==> src/design/epl_defines.svh <==
`ifndef EPL_DEFINES_SVH
`define EPL_DEFINES_SVH
// register byte offsets
`define EPL_ADR_W 8
`define EPL_OFF_CTRL 8'h00
`define EPL_OFF_PRE_DUAL 8'h04
`define EPL_OFF_PRE_ONE 8'h08
`define EPL_OFF_STATUS 8'h0c
`define EPL_OFF_DATA 8'h10
// control word fields
`define EPL_CTRL_START 0
`define EPL_CTRL_ONE 1
`define EPL_CTRL_DED 2
`define EPL_CTRL_PIN_LO 4
`define EPL_CTRL_PIN_HI 5
`define EPL_CTRL_PS_LO 8
`define EPL_CTRL_PS_HI 11
`define EPL_CTRL_CNT_LO 16
`define EPL_CTRL_CNT_HI 23
// status word fields
`define EPL_ST_DONE 0
`define EPL_ST_BUSY 1
`define EPL_ST_OVF 2
`define EPL_ST_AVAIL 3
`define EPL_ST_FULL 4
`define EPL_ST_CNT_LO 8
`define EPL_ST_CNT_HI 15
// preload and counter values
`define EPL_PRELOAD_RST 16'hffff
`define EPL_PRELOAD_MIN 16'h0001
`define EPL_CNT_TOP 16'hffff
`define EPL_PS_LEGACY_MAX 3'h7
// timer clock: ns per count = 2000 * 2^sel / clock in MHz
`define EPL_TC_SCALE_NS 2000
`define EPL_MCLK_MHZ 100
`define EPL_MCLK_NS 10
`define EPL_TC_BASE_CYC ((`EPL_TC_SCALE_NS / `EPL_MCLK_MHZ) / `EPL_MCLK_NS)
`define EPL_PS_W 20
`endif

==> src/design/epl_pkg.sv <==
package epl_pkg;
  typedef enum logic [1:0] {epl_idle, epl_run, epl_done} epl_state_t;
  typedef struct packed {
    logic [7:0] req;
    logic [3:0] prescale;
    logic [1:0] pin_sel;
    logic use_ded;
    logic one_counter_option;
  } epl_cfg_t;
endpackage : epl_pkg

==> src/design/epl_fifo.sv <==
`timescale 1ns/100ps
module epl_fifo #(
  parameter int unsigned WIDTH = 16,
  parameter int unsigned DEPTH = 16
) (
  input wire logic mclk,
  input wire logic rst,
  input wire logic flush,
  input wire logic in_valid,
  output logic in_ready,
  input wire logic [WIDTH-1:0] in_data,
  output logic out_valid,
  input wire logic out_ready,
  output logic [WIDTH-1:0] out_data
);
  localparam int unsigned AW = $clog2(DEPTH);
  logic [WIDTH-1:0] mem [DEPTH];
  logic [AW:0] wr_q;
  logic [AW:0] rd_q;
  logic full;
  logic empty;
  logic push;
  logic pop;

  assign full = (wr_q[AW] != rd_q[AW]) && (wr_q[AW-1:0] == rd_q[AW-1:0]);
  assign empty = (wr_q == rd_q);
  assign in_ready = !full;
  assign out_valid = !empty;
  assign out_data = mem[rd_q[AW-1:0]];
  assign push = in_valid && !full;
  assign pop = out_ready && !empty;

  always_ff @(posedge mclk)
  begin
    if (push)
    begin
      mem[wr_q[AW-1:0]] <= in_data;
    end
  end

  always_ff @(posedge mclk)
  begin
    if (rst || flush)
    begin
      wr_q <= '0;
      rd_q <= '0;
    end
    else
    begin
      if (push)
      begin
        wr_q <= wr_q + (AW+1)'(1);
      end
      if (pop)
      begin
        rd_q <= rd_q + (AW+1)'(1);
      end
    end
  end
endmodule : epl_fifo

==> src/design/epl_prescale.sv <==
`timescale 1ns/100ps
`include "epl_defines.svh"
module epl_prescale (
  input wire logic mclk,
  input wire logic rst,
  input wire logic [3:0] sel,
  output logic tick
);
  logic [`EPL_PS_W-1:0] cnt_q;
  logic [`EPL_PS_W-1:0] limit;

  // one timer count lasts base * 2^sel system cycles
  assign limit = `EPL_PS_W'((`EPL_PS_W'(`EPL_TC_BASE_CYC) << sel) - `EPL_PS_W'(1));

  always_ff @(posedge mclk)
  begin
    if (rst)
    begin
      cnt_q <= '0;
      tick <= 1'b0;
    end
    else if (cnt_q >= limit)
    begin
      cnt_q <= '0;
      tick <= 1'b1;
    end
    else
    begin
      cnt_q <= cnt_q + `EPL_PS_W'(1);
      tick <= 1'b0;
    end
  end
endmodule : epl_prescale

==> src/design/epl_logger.sv <==
// What this block does
// - each edge-to-edge interval is counted in timer ticks, stored as 16-bit word in order.
// - software gives a count; storing stops once that many words were stored.
// - on completion the stored count reads as 8 bits; no interrupt or event.
// - a period longer than the programmed maximum ends the capture at once.
// - maximum per period is 1..65535, default 65535, separate for each configuration.
// - two counters by default; an option uses a single counter.
// - two-counter mode reads the fifth pin only; single mode selects pins five to eight.
// - single mode on fifth pin chooses mux or dedicated counter; others always mux.
// - prescale 0..7 default 0, extended 0..15; runtime setting overrides declared value.
// - arming mid-phase stores that phase first; earlier completed periods are dropped.
// - two periods shorter than the minimum together may lose a measurement.
// - a phase already saturated before arming is not stored; next full period is first.
// - one count lasts 2000 * 2^prescale / clock MHz nanoseconds.
// - overflow on any counter in use ends the measurement series.
//
// The implementer's own choices: the register offsets and register access over Wishbone.
`timescale 1ns/100ps
`include "epl_defines.svh"
module epl_logger #(
  parameter int unsigned FIFO_DEPTH = 16,
  parameter bit EXT_PRESCALE = 1'b1,
  parameter logic [3:0] DECL_PRESCALE = 4'h0
) (
  input wire logic mclk,
  input wire logic rst,
  input wire logic [3:0] io_pin,
  input wire logic wb_cyc,
  input wire logic wb_stb,
  input wire logic wb_we,
  input wire logic [`EPL_ADR_W-1:0] wb_adr,
  input wire logic [3:0] wb_sel,
  input wire logic [31:0] wb_dat_w,
  output logic [31:0] wb_dat_r,
  output logic wb_ack
);
  ////////////////////////////////////////////////////////////////////////////////
  function automatic logic [31:0] merge_bytes(input logic [31:0] old_v,
                                              input logic [31:0] new_v,
                                              input logic [3:0] sel);
    logic [31:0] r;
    r = old_v;
    for (int b = 0; b < 4; b++)
    begin
      if (sel[b])
      begin
        r[b*8 +: 8] = new_v[b*8 +: 8];
      end
    end
    return r;
  endfunction : merge_bytes

  function automatic logic [15:0] clamp_max(input logic [15:0] v);
    return (v == 16'h0000) ? `EPL_PRELOAD_MIN : v;
  endfunction : clamp_max

  ////////////////////////////////////////////////////////////////////////////////
  epl_pkg::epl_cfg_t cfg_q;
  epl_pkg::epl_cfg_t cfg_d;
  epl_pkg::epl_state_t state_q;
  logic [15:0] pre_dual_q;
  logic [15:0] pre_one_q;
  logic [31:0] ctrl_view;
  logic acc;
  logic wr;
  logic rd;
  logic start;
  logic [3:0] pin_s1_q;
  logic [3:0] pin_s2_q;
  logic lvl_q;
  logic [1:0] eff_pin;
  logic sel_lvl;
  logic edge_p;
  logic [3:0] ps_sel;
  logic tick;
  logic ded_path;
  logic dual;
  logic [1:0] tc_use;
  logic [1:0] tc_run;
  logic [1:0] tc_restart;
  logic [1:0] tc_ovf_ev;
  logic [15:0] cnt_q [2];
  logic ovf_q [2];
  logic [15:0] tc_max;
  logic [15:0] tc_start_val;
  logic meas_idx;
  logic [7:0] stored_q;
  logic end_q;
  logic pend_q;
  logic [15:0] pend_word_q;
  logic store_ev;
  logic finish;
  logic fifo_in_ready;
  logic fifo_out_valid;
  logic [15:0] fifo_out_data;
  logic fifo_pop;
  logic [31:0] status_view;

  ////////////////////////////////////////////////////////////////////////////////
  // bus decode: one access per request, answered on the following edge
  assign acc = wb_cyc && wb_stb && !wb_ack;
  assign wr = acc && wb_we;
  assign rd = acc && !wb_we;

  assign ctrl_view = {8'h00, cfg_q.req, 4'h0, cfg_q.prescale, 2'b00, cfg_q.pin_sel,
                      1'b0, cfg_q.use_ded, cfg_q.one_counter_option, 1'b0};

  always_comb
  begin
    logic [31:0] m;
    m = merge_bytes(ctrl_view, wb_dat_w, wb_sel);
    cfg_d = cfg_q;
    cfg_d.one_counter_option = m[`EPL_CTRL_ONE];
    cfg_d.use_ded = m[`EPL_CTRL_DED];
    cfg_d.pin_sel = m[`EPL_CTRL_PIN_HI:`EPL_CTRL_PIN_LO];
    cfg_d.prescale = m[`EPL_CTRL_PS_HI:`EPL_CTRL_PS_LO];
    cfg_d.req = m[`EPL_CTRL_CNT_HI:`EPL_CTRL_CNT_LO];
  end

  // start bit only counts when its byte lane is written
  assign start = wr && (wb_adr == `EPL_OFF_CTRL) && wb_sel[0] &&
                 wb_dat_w[`EPL_CTRL_START];

  always_ff @(posedge mclk)
  begin
    if (rst)
    begin
      cfg_q <= '{req: 8'h00, prescale: DECL_PRESCALE, pin_sel: 2'b00,
                 use_ded: 1'b0, one_counter_option: 1'b0};
    end
    else if (wr && (wb_adr == `EPL_OFF_CTRL))
    begin
      cfg_q <= cfg_d;
    end
  end

  always_ff @(posedge mclk)
  begin
    if (rst)
    begin
      pre_dual_q <= `EPL_PRELOAD_RST;
      pre_one_q <= `EPL_PRELOAD_RST;
    end
    else if (wr && (wb_adr == `EPL_OFF_PRE_DUAL))
    begin
      pre_dual_q <= clamp_max(16'(merge_bytes(32'(pre_dual_q), wb_dat_w, wb_sel)));
    end
    else if (wr && (wb_adr == `EPL_OFF_PRE_ONE))
    begin
      pre_one_q <= clamp_max(16'(merge_bytes(32'(pre_one_q), wb_dat_w, wb_sel)));
    end
  end

  ////////////////////////////////////////////////////////////////////////////////
  // pin synchroniser; first stage feeds only the second
  always_ff @(posedge mclk)
  begin
    if (rst)
    begin
      pin_s1_q <= 4'h0;
      pin_s2_q <= 4'h0;
      lvl_q <= 1'b0;
    end
    else
    begin
      pin_s1_q <= io_pin;
      pin_s2_q <= pin_s1_q;
      lvl_q <= sel_lvl;
    end
  end

  assign dual = !cfg_q.one_counter_option;
  assign eff_pin = dual ? 2'b00 : cfg_q.pin_sel;
  assign sel_lvl = pin_s2_q[eff_pin];
  // a pin switch can look like an edge; reconfigure only while idle
  assign edge_p = sel_lvl ^ lvl_q;

  ////////////////////////////////////////////////////////////////////////////////
  // timer base and the two counters: index 0 dedicated, index 1 multiplexed
  assign ps_sel = EXT_PRESCALE ? cfg_q.prescale : {1'b0, cfg_q.prescale[2:0] & `EPL_PS_LEGACY_MAX};

  epl_prescale u_prescale (
    .mclk (mclk),
    .rst (rst),
    .sel (ps_sel),
    .tick (tick)
  );

  assign ded_path = (eff_pin == 2'b00) && cfg_q.use_ded;
  assign tc_use = dual ? 2'b11 : {!ded_path, ded_path};
  // two-counter mode: dedicated times high phases, multiplexed low phases
  assign tc_run = dual ? {!sel_lvl, sel_lvl} : tc_use;
  assign tc_restart = {2{edge_p}} & (dual ? {!sel_lvl, sel_lvl} : tc_use);
  assign tc_max = dual ? pre_dual_q : pre_one_q;
  // counting up from minus the maximum leaves words biased by the preload
  assign tc_start_val = 16'h0000 - tc_max;
  assign meas_idx = dual ? sel_lvl : !ded_path;

  for (genvar i = 0; i < 2; i++)
  begin : g_tc
    assign tc_ovf_ev[i] = tc_run[i] && tick && !ovf_q[i] && !tc_restart[i] &&
                          (cnt_q[i] == `EPL_CNT_TOP);

    // reset leaves counters saturated: no edge seen yet means no valid phase
    always_ff @(posedge mclk)
    begin
      if (rst)
      begin
        cnt_q[i] <= `EPL_CNT_TOP;
        ovf_q[i] <= 1'b1;
      end
      else if (tc_restart[i])
      begin
        cnt_q[i] <= tc_start_val;
        ovf_q[i] <= 1'b0;
      end
      else if (tc_ovf_ev[i])
      begin
        ovf_q[i] <= 1'b1;
      end
      else if (tc_run[i] && tick && !ovf_q[i])
      begin
        cnt_q[i] <= cnt_q[i] + 16'h0001;
      end
    end
  end

  ////////////////////////////////////////////////////////////////////////////////
  // capture sequencing; counters keep timing while idle so arming mid-phase keeps it
  // a saturated counter at an edge only happens for a phase that overflowed before arming
  assign store_ev = (state_q == epl_pkg::epl_run) && !start && edge_p && !end_q &&
                    !ovf_q[meas_idx] && !pend_q && (stored_q != cfg_q.req);
  // a word still waiting for buffer room blocks the next edge; that one is lost
  assign finish = ((stored_q == cfg_q.req) || end_q) && !pend_q;

  always_ff @(posedge mclk)
  begin
    if (rst)
    begin
      state_q <= epl_pkg::epl_idle;
    end
    else if (start)
    begin
      state_q <= epl_pkg::epl_run;
    end
    else
    begin
      case (state_q)
        epl_pkg::epl_run:
        begin
          if (finish)
          begin
            state_q <= epl_pkg::epl_done;
          end
        end
        default:
        begin
          state_q <= state_q;
        end
      endcase
    end
  end

  always_ff @(posedge mclk)
  begin
    if (rst || start)
    begin
      end_q <= 1'b0;
    end
    else if ((state_q == epl_pkg::epl_run) && |(tc_ovf_ev & tc_use) &&
             (stored_q != cfg_q.req))
    begin
      end_q <= 1'b1;
    end
  end

  always_ff @(posedge mclk)
  begin
    if (rst || start)
    begin
      stored_q <= 8'h00;
    end
    else if (store_ev)
    begin
      stored_q <= stored_q + 8'h01;
    end
  end

  always_ff @(posedge mclk)
  begin
    if (rst || start)
    begin
      pend_q <= 1'b0;
      pend_word_q <= 16'h0000;
    end
    else if (store_ev)
    begin
      pend_q <= 1'b1;
      pend_word_q <= cnt_q[meas_idx];
    end
    else if (fifo_in_ready)
    begin
      pend_q <= 1'b0;
    end
  end

  ////////////////////////////////////////////////////////////////////////////////
  assign fifo_pop = rd && (wb_adr == `EPL_OFF_DATA);

  epl_fifo #(
    .WIDTH (16),
    .DEPTH (FIFO_DEPTH)
  ) u_fifo (
    .mclk (mclk),
    .rst (rst),
    .flush (start),
    .in_valid (pend_q),
    .in_ready (fifo_in_ready),
    .in_data (pend_word_q),
    .out_valid (fifo_out_valid),
    .out_ready (fifo_pop),
    .out_data (fifo_out_data)
  );

  always_comb
  begin
    status_view = 32'h0000_0000;
    status_view[`EPL_ST_DONE] = (state_q == epl_pkg::epl_done);
    status_view[`EPL_ST_BUSY] = (state_q == epl_pkg::epl_run);
    // shown with done only, so a poll never sees the overflow a cycle ahead of done
    status_view[`EPL_ST_OVF] = end_q && (state_q == epl_pkg::epl_done);
    status_view[`EPL_ST_AVAIL] = fifo_out_valid;
    status_view[`EPL_ST_FULL] = !fifo_in_ready;
    status_view[`EPL_ST_CNT_HI:`EPL_ST_CNT_LO] = stored_q;
  end

  always_ff @(posedge mclk)
  begin
    if (rst)
    begin
      wb_ack <= 1'b0;
      wb_dat_r <= 32'h0000_0000;
    end
    else
    begin
      wb_ack <= acc;
      if (rd)
      begin
        case (wb_adr)
          `EPL_OFF_CTRL: wb_dat_r <= ctrl_view;
          `EPL_OFF_PRE_DUAL: wb_dat_r <= {16'h0000, pre_dual_q};
          `EPL_OFF_PRE_ONE: wb_dat_r <= {16'h0000, pre_one_q};
          `EPL_OFF_STATUS: wb_dat_r <= status_view;
          `EPL_OFF_DATA: wb_dat_r <= {16'h0000, fifo_out_valid ? fifo_out_data : 16'h0000};
          default: wb_dat_r <= 32'h0000_0000;
        endcase
      end
    end
  end
endmodule : epl_logger

==> config.mk <==
export PLATFORM = sky130hd
export DESIGN_NAME = epl_logger
export DESIGN_NICKNAME = d
export VERILOG_FILES = /design/src/design/epl_pkg.sv /design/src/design/epl_fifo.sv /design/src/design/epl_prescale.sv /design/src/design/epl_logger.sv
export VERILOG_INCLUDE_DIRS = /design/src /design/src/design
export SDC_FILE = /design/constraint.sdc
export NUM_CORES = 1
export LEC_CHECK = 0
export BUFFER_PORTS_ARGS = -buffer_cell sky130_fd_sc_hd__buf_2
export CORE_MARGIN = 2
export CORE_UTILIZATION = 45
export CTS_CLUSTER_DIAMETER = 50
export DETAILED_ROUTE_END_ITERATION = 8
export PLACE_DENSITY = 0.63
export SLEW_MARGIN = 20
export SYNTH_ARGS = -nofsm -noshare
export SYNTH_HDL_FRONTEND = slang
export SYNTH_SLANG_ARGS = --single-unit
==> constraint.sdc <==
create_clock -name mclk -period 4.5 [get_ports mclk]
set_input_delay 0.9 -clock mclk [delete_from_list [all_inputs] [get_ports mclk]]
set_output_delay 0.9 -clock mclk [all_outputs]
set_load 0.02 [all_outputs]
==> impl_metrics.ini <==
[final_layout]
area_delta_synth_final_pct = 13.1
insertedDiodeCount = 0
fillers = 3702
fin_util_pct = 51.2
drive_gt1_share_pct = 17.4
layout.area.seq_sq_mm = 0.0116
finalNonFillerCells = 2142
multi_input_comb_area_sq_mm = 0.00737
finalNetCount = 1643

[setup_path]
critPathCaptureType = flop
worstSetupPathType = reg2reg
crit_top_cell = nor3_1
data_arrival_time_of_the_critical_path_ps = 4080
cp.required_ps = 5010
crit_slowest_cell = dfxtp_1
cpPeakStageDelay_ps = 700
setup.worst_path.start_class = flop
cells_along_the_critical_path = nor3_1 -> nand2_1 -> ha_1 -> nor3_1 -> a21o_1 -> a22o_1 -> a21oi_1 -> ha_1 -> inv_1 -> nor3_1 -> a222oi_1 -> o211ai_1 -> nand2b_1 -> nor2_1
crit_fanout = 20

[routing]
drt.antenna.violating_nets = 0
routed_wirelength_mm = 47.5
drtIter0Drc = 1136
wl_cell_microns = 22.2
detailroute.via_count = 12500
detailedRoute.firstPassIterationCount = 5
remaining_design_rule_violation_count = 0
vias_per_cell = 5.86

[timing]
setup_tns_ps = 0
min_cycle_time_layout_ps = 3570
post-route-period-util_pct = 79.3
fin_ws_ps = 931
rsz_0062_raised_after_global_routing = false
final_max_slew_viol_count = 0
measured_slew_at_the_worst_slew_check_pin_ps = 1110
final_setup_skew_ps = 11.1
setup_viol = 0
final-hold-violation-count = 0
max_freq_mhz = 280
timing.max_slew.rel_slack_pct = 25.7

[placed_design]
placed_cells = 2056
dpl_worst_slack_ps = 914
place.gp.congestion = 0.880
io_buffer_count = 68
hpwl_mm = 32.1

[clock_tree]
clockBufferDepth = 3
cts-buffers-inserted = 47
post-cts-setup-buffers = 0
worst_skew_pair.late_latency_ps = 590
cts_tree = yes
number_of_gates_given_a_new_drive_strength_after_cts = 0
cts_num_sinks = 435
cts.reportedPaths.clkPinSlew_ps = 60
cts_htree_levels = 2
cts-root-buf = clkbuf_16
hold_buf_cts = 0

[grt]
grt_start_max_net_pins = 59
global_route_wire_length_before_repair_mm = 73.0
antenna_found_initial = 1
first_global_vias = 12200
gr-usage-all-layers_pct = 21.6
overflow = 0

[power]
ir_worst_vdd_mv = 0.275
p_leak_nw = 7.55
power_density_mw_per_mm2 = 379
power_mw = 8.31

[synthesis]
synthesis.instances = 1483
synthesis.area_per_instance_sq_um = 13.1
synth-edff-count = 289
synth_top_area_cell = edfxtp_1
post_synthesis_register_bit_count = 435
synth_top_cells_by_count = edfxtp_1, dfxtp_1, nor2_1
share_of_the_synthesized_area_in_the_top_cell_type_pct = 44.8
syn-cell-area_sq_mm = 0.0194
yosysSeqAreaShare_pct = 59.9
synth.area.top_cells = edfxtp_1, dfxtp_1, mux4_2
yosys_warnings = 0
post-synth-top-count-cell = edfxtp_1
yosysUniqueCellTypes = 69
synth-async-reset-ratio_pct = 0
yosys_most_used_dff = edfxtp_1

[floorplan]
overall_die_area_sq_mm = 0.0447
initial_core_util_pct = 45.3
pin_count = 86
die_height_microns = 211
core_area_sq_mm = 0.0428
placement_rows = 76
chipWidth_microns = 211

[run]
drv.max_cap_violation_count = 0

[hold_path]
hold_class = reg2reg

[run_status]
outcome = complete, no violations
layout make-up:
| class | instances | area share [%] |
|---|---|---|
| Clock buffer | 63 | 5.92 |
| Tap cell | 546 | 3.12 |
| Sequential cell | 435 | 53.0 |
| Clock inverter | 22 | 1.09 |
| Multi-Input combinational cell | 948 | 33.6 |
| Timing Repair Buffer | 102 | 2.81 |
| Inverter | 26 | 0.446 |
report_power, final:
part | leakage [nW] | switching, mW | internal [mW]
sequential | 3.80 | 0.0197 | 4.24
clock | 0.751 | 1.60 | 2.22
combinational | 3.00 | 0.146 | 0.0892
stage by stage:
step	instance area [sq um]	hold slack, ps
CTS	21900	444
floorplan	19400	414
finish	21900	437
detailed placement	20400	431
global route	21900	456
global placement	20400	423
flip-flops by register name, indices dropped and copies added (netlist names), 2 cells and up, named ones only:
register	count
u_fifo.mem	256
cnt_q	32
wb_dat_r	24
u_prescale.cnt_q	20
pend_word_q	16
pre_dual_q	16
pre_one_q	16
cfg_q	12
stored_q	8
u_fifo.rd_q	5
u_fifo.wr_q	5
pin_s1_q	4
pin_s2_q	4
ps_sel	4
ovf_q	2
state_q	2
placed cells by master, fill, tap and decap left out, types with 7 or more instances in the layout:
cell         n
edfxtp_1   289
dfxtp_1    144
nor2_1     130
nand2_1    115
mux2i_1     74
mux4_2      71
buf_2       68
a22oi_1     55
a21oi_1     50
xnor2_1     49
clkbuf_16   48
xor2_1      40
nand3_1     32
buf_4       32
ha_1        30
nor3_1      29
o21ai_0     29
nand4_1     27
inv_1       26
a211oi_1    21
nor2b_1     16
o22ai_1     15
and3_1      13
nor4_1      12
mux2_2      11
conb_1      11
clkbuf_1    11
a22o_1       9
nand2b_1     9
or3_1        8
a221oi_1     8
clkinv_2     8
or4_1        7
final timing paths:
path         slack [ps]                    to  cells after the start   startpoint
max                 930  u_prescale.cnt_q[17]                     14    ps_sel[3]
min                 440           pin_s2_q[3]                      1  pin_s1_q[3]
max reg2reg         930  u_prescale.cnt_q[17]                     14    ps_sel[3]
min reg2reg         440           pin_s2_q[3]                      1  pin_s1_q[3]
worst max-delay path, delay by kind of cell (launching register included):
| family | cells | cell delay, ps |
|---|---|---|
| buf+inv | 1 | 60 |
| fa+ha+maj | 2 | 610 |
| simple gates | 6 | 1120 |
| compound gates | 5 | 980 |
| flops | 1 | 700 |
kinds of logic (layout without fill, tap and decap cells):
group           after synthesis  count (layout)  share of synthesized area [%]
buf+inv                     109             213                           2.40
mux                         157             157                           12.8
xor+xnor                     89              89                           4.02
simple gates                440             440                           11.2
flops                       435             435                           59.9
fa+ha+maj                    30              30                           1.94
other cells                   2              11                         0.0388
compound gates              221             221                           7.72
per-layer routing:
layer / track usage, % / part of all wire (%) / up-vias / wire (microns)
met5: 0 / 0 / - / 0
met4: 8.18 / 3.4 / 0 / 1610
met3: 3.22 / 6.8 / 88 / 3220
met2: 34.2 / 46 / 430 / 21900
met1: 30.3 / 44 / 6236 / 20800
li1: - / - / 5795 / -
No activity file was read; power rests on OpenSTA's default activity.
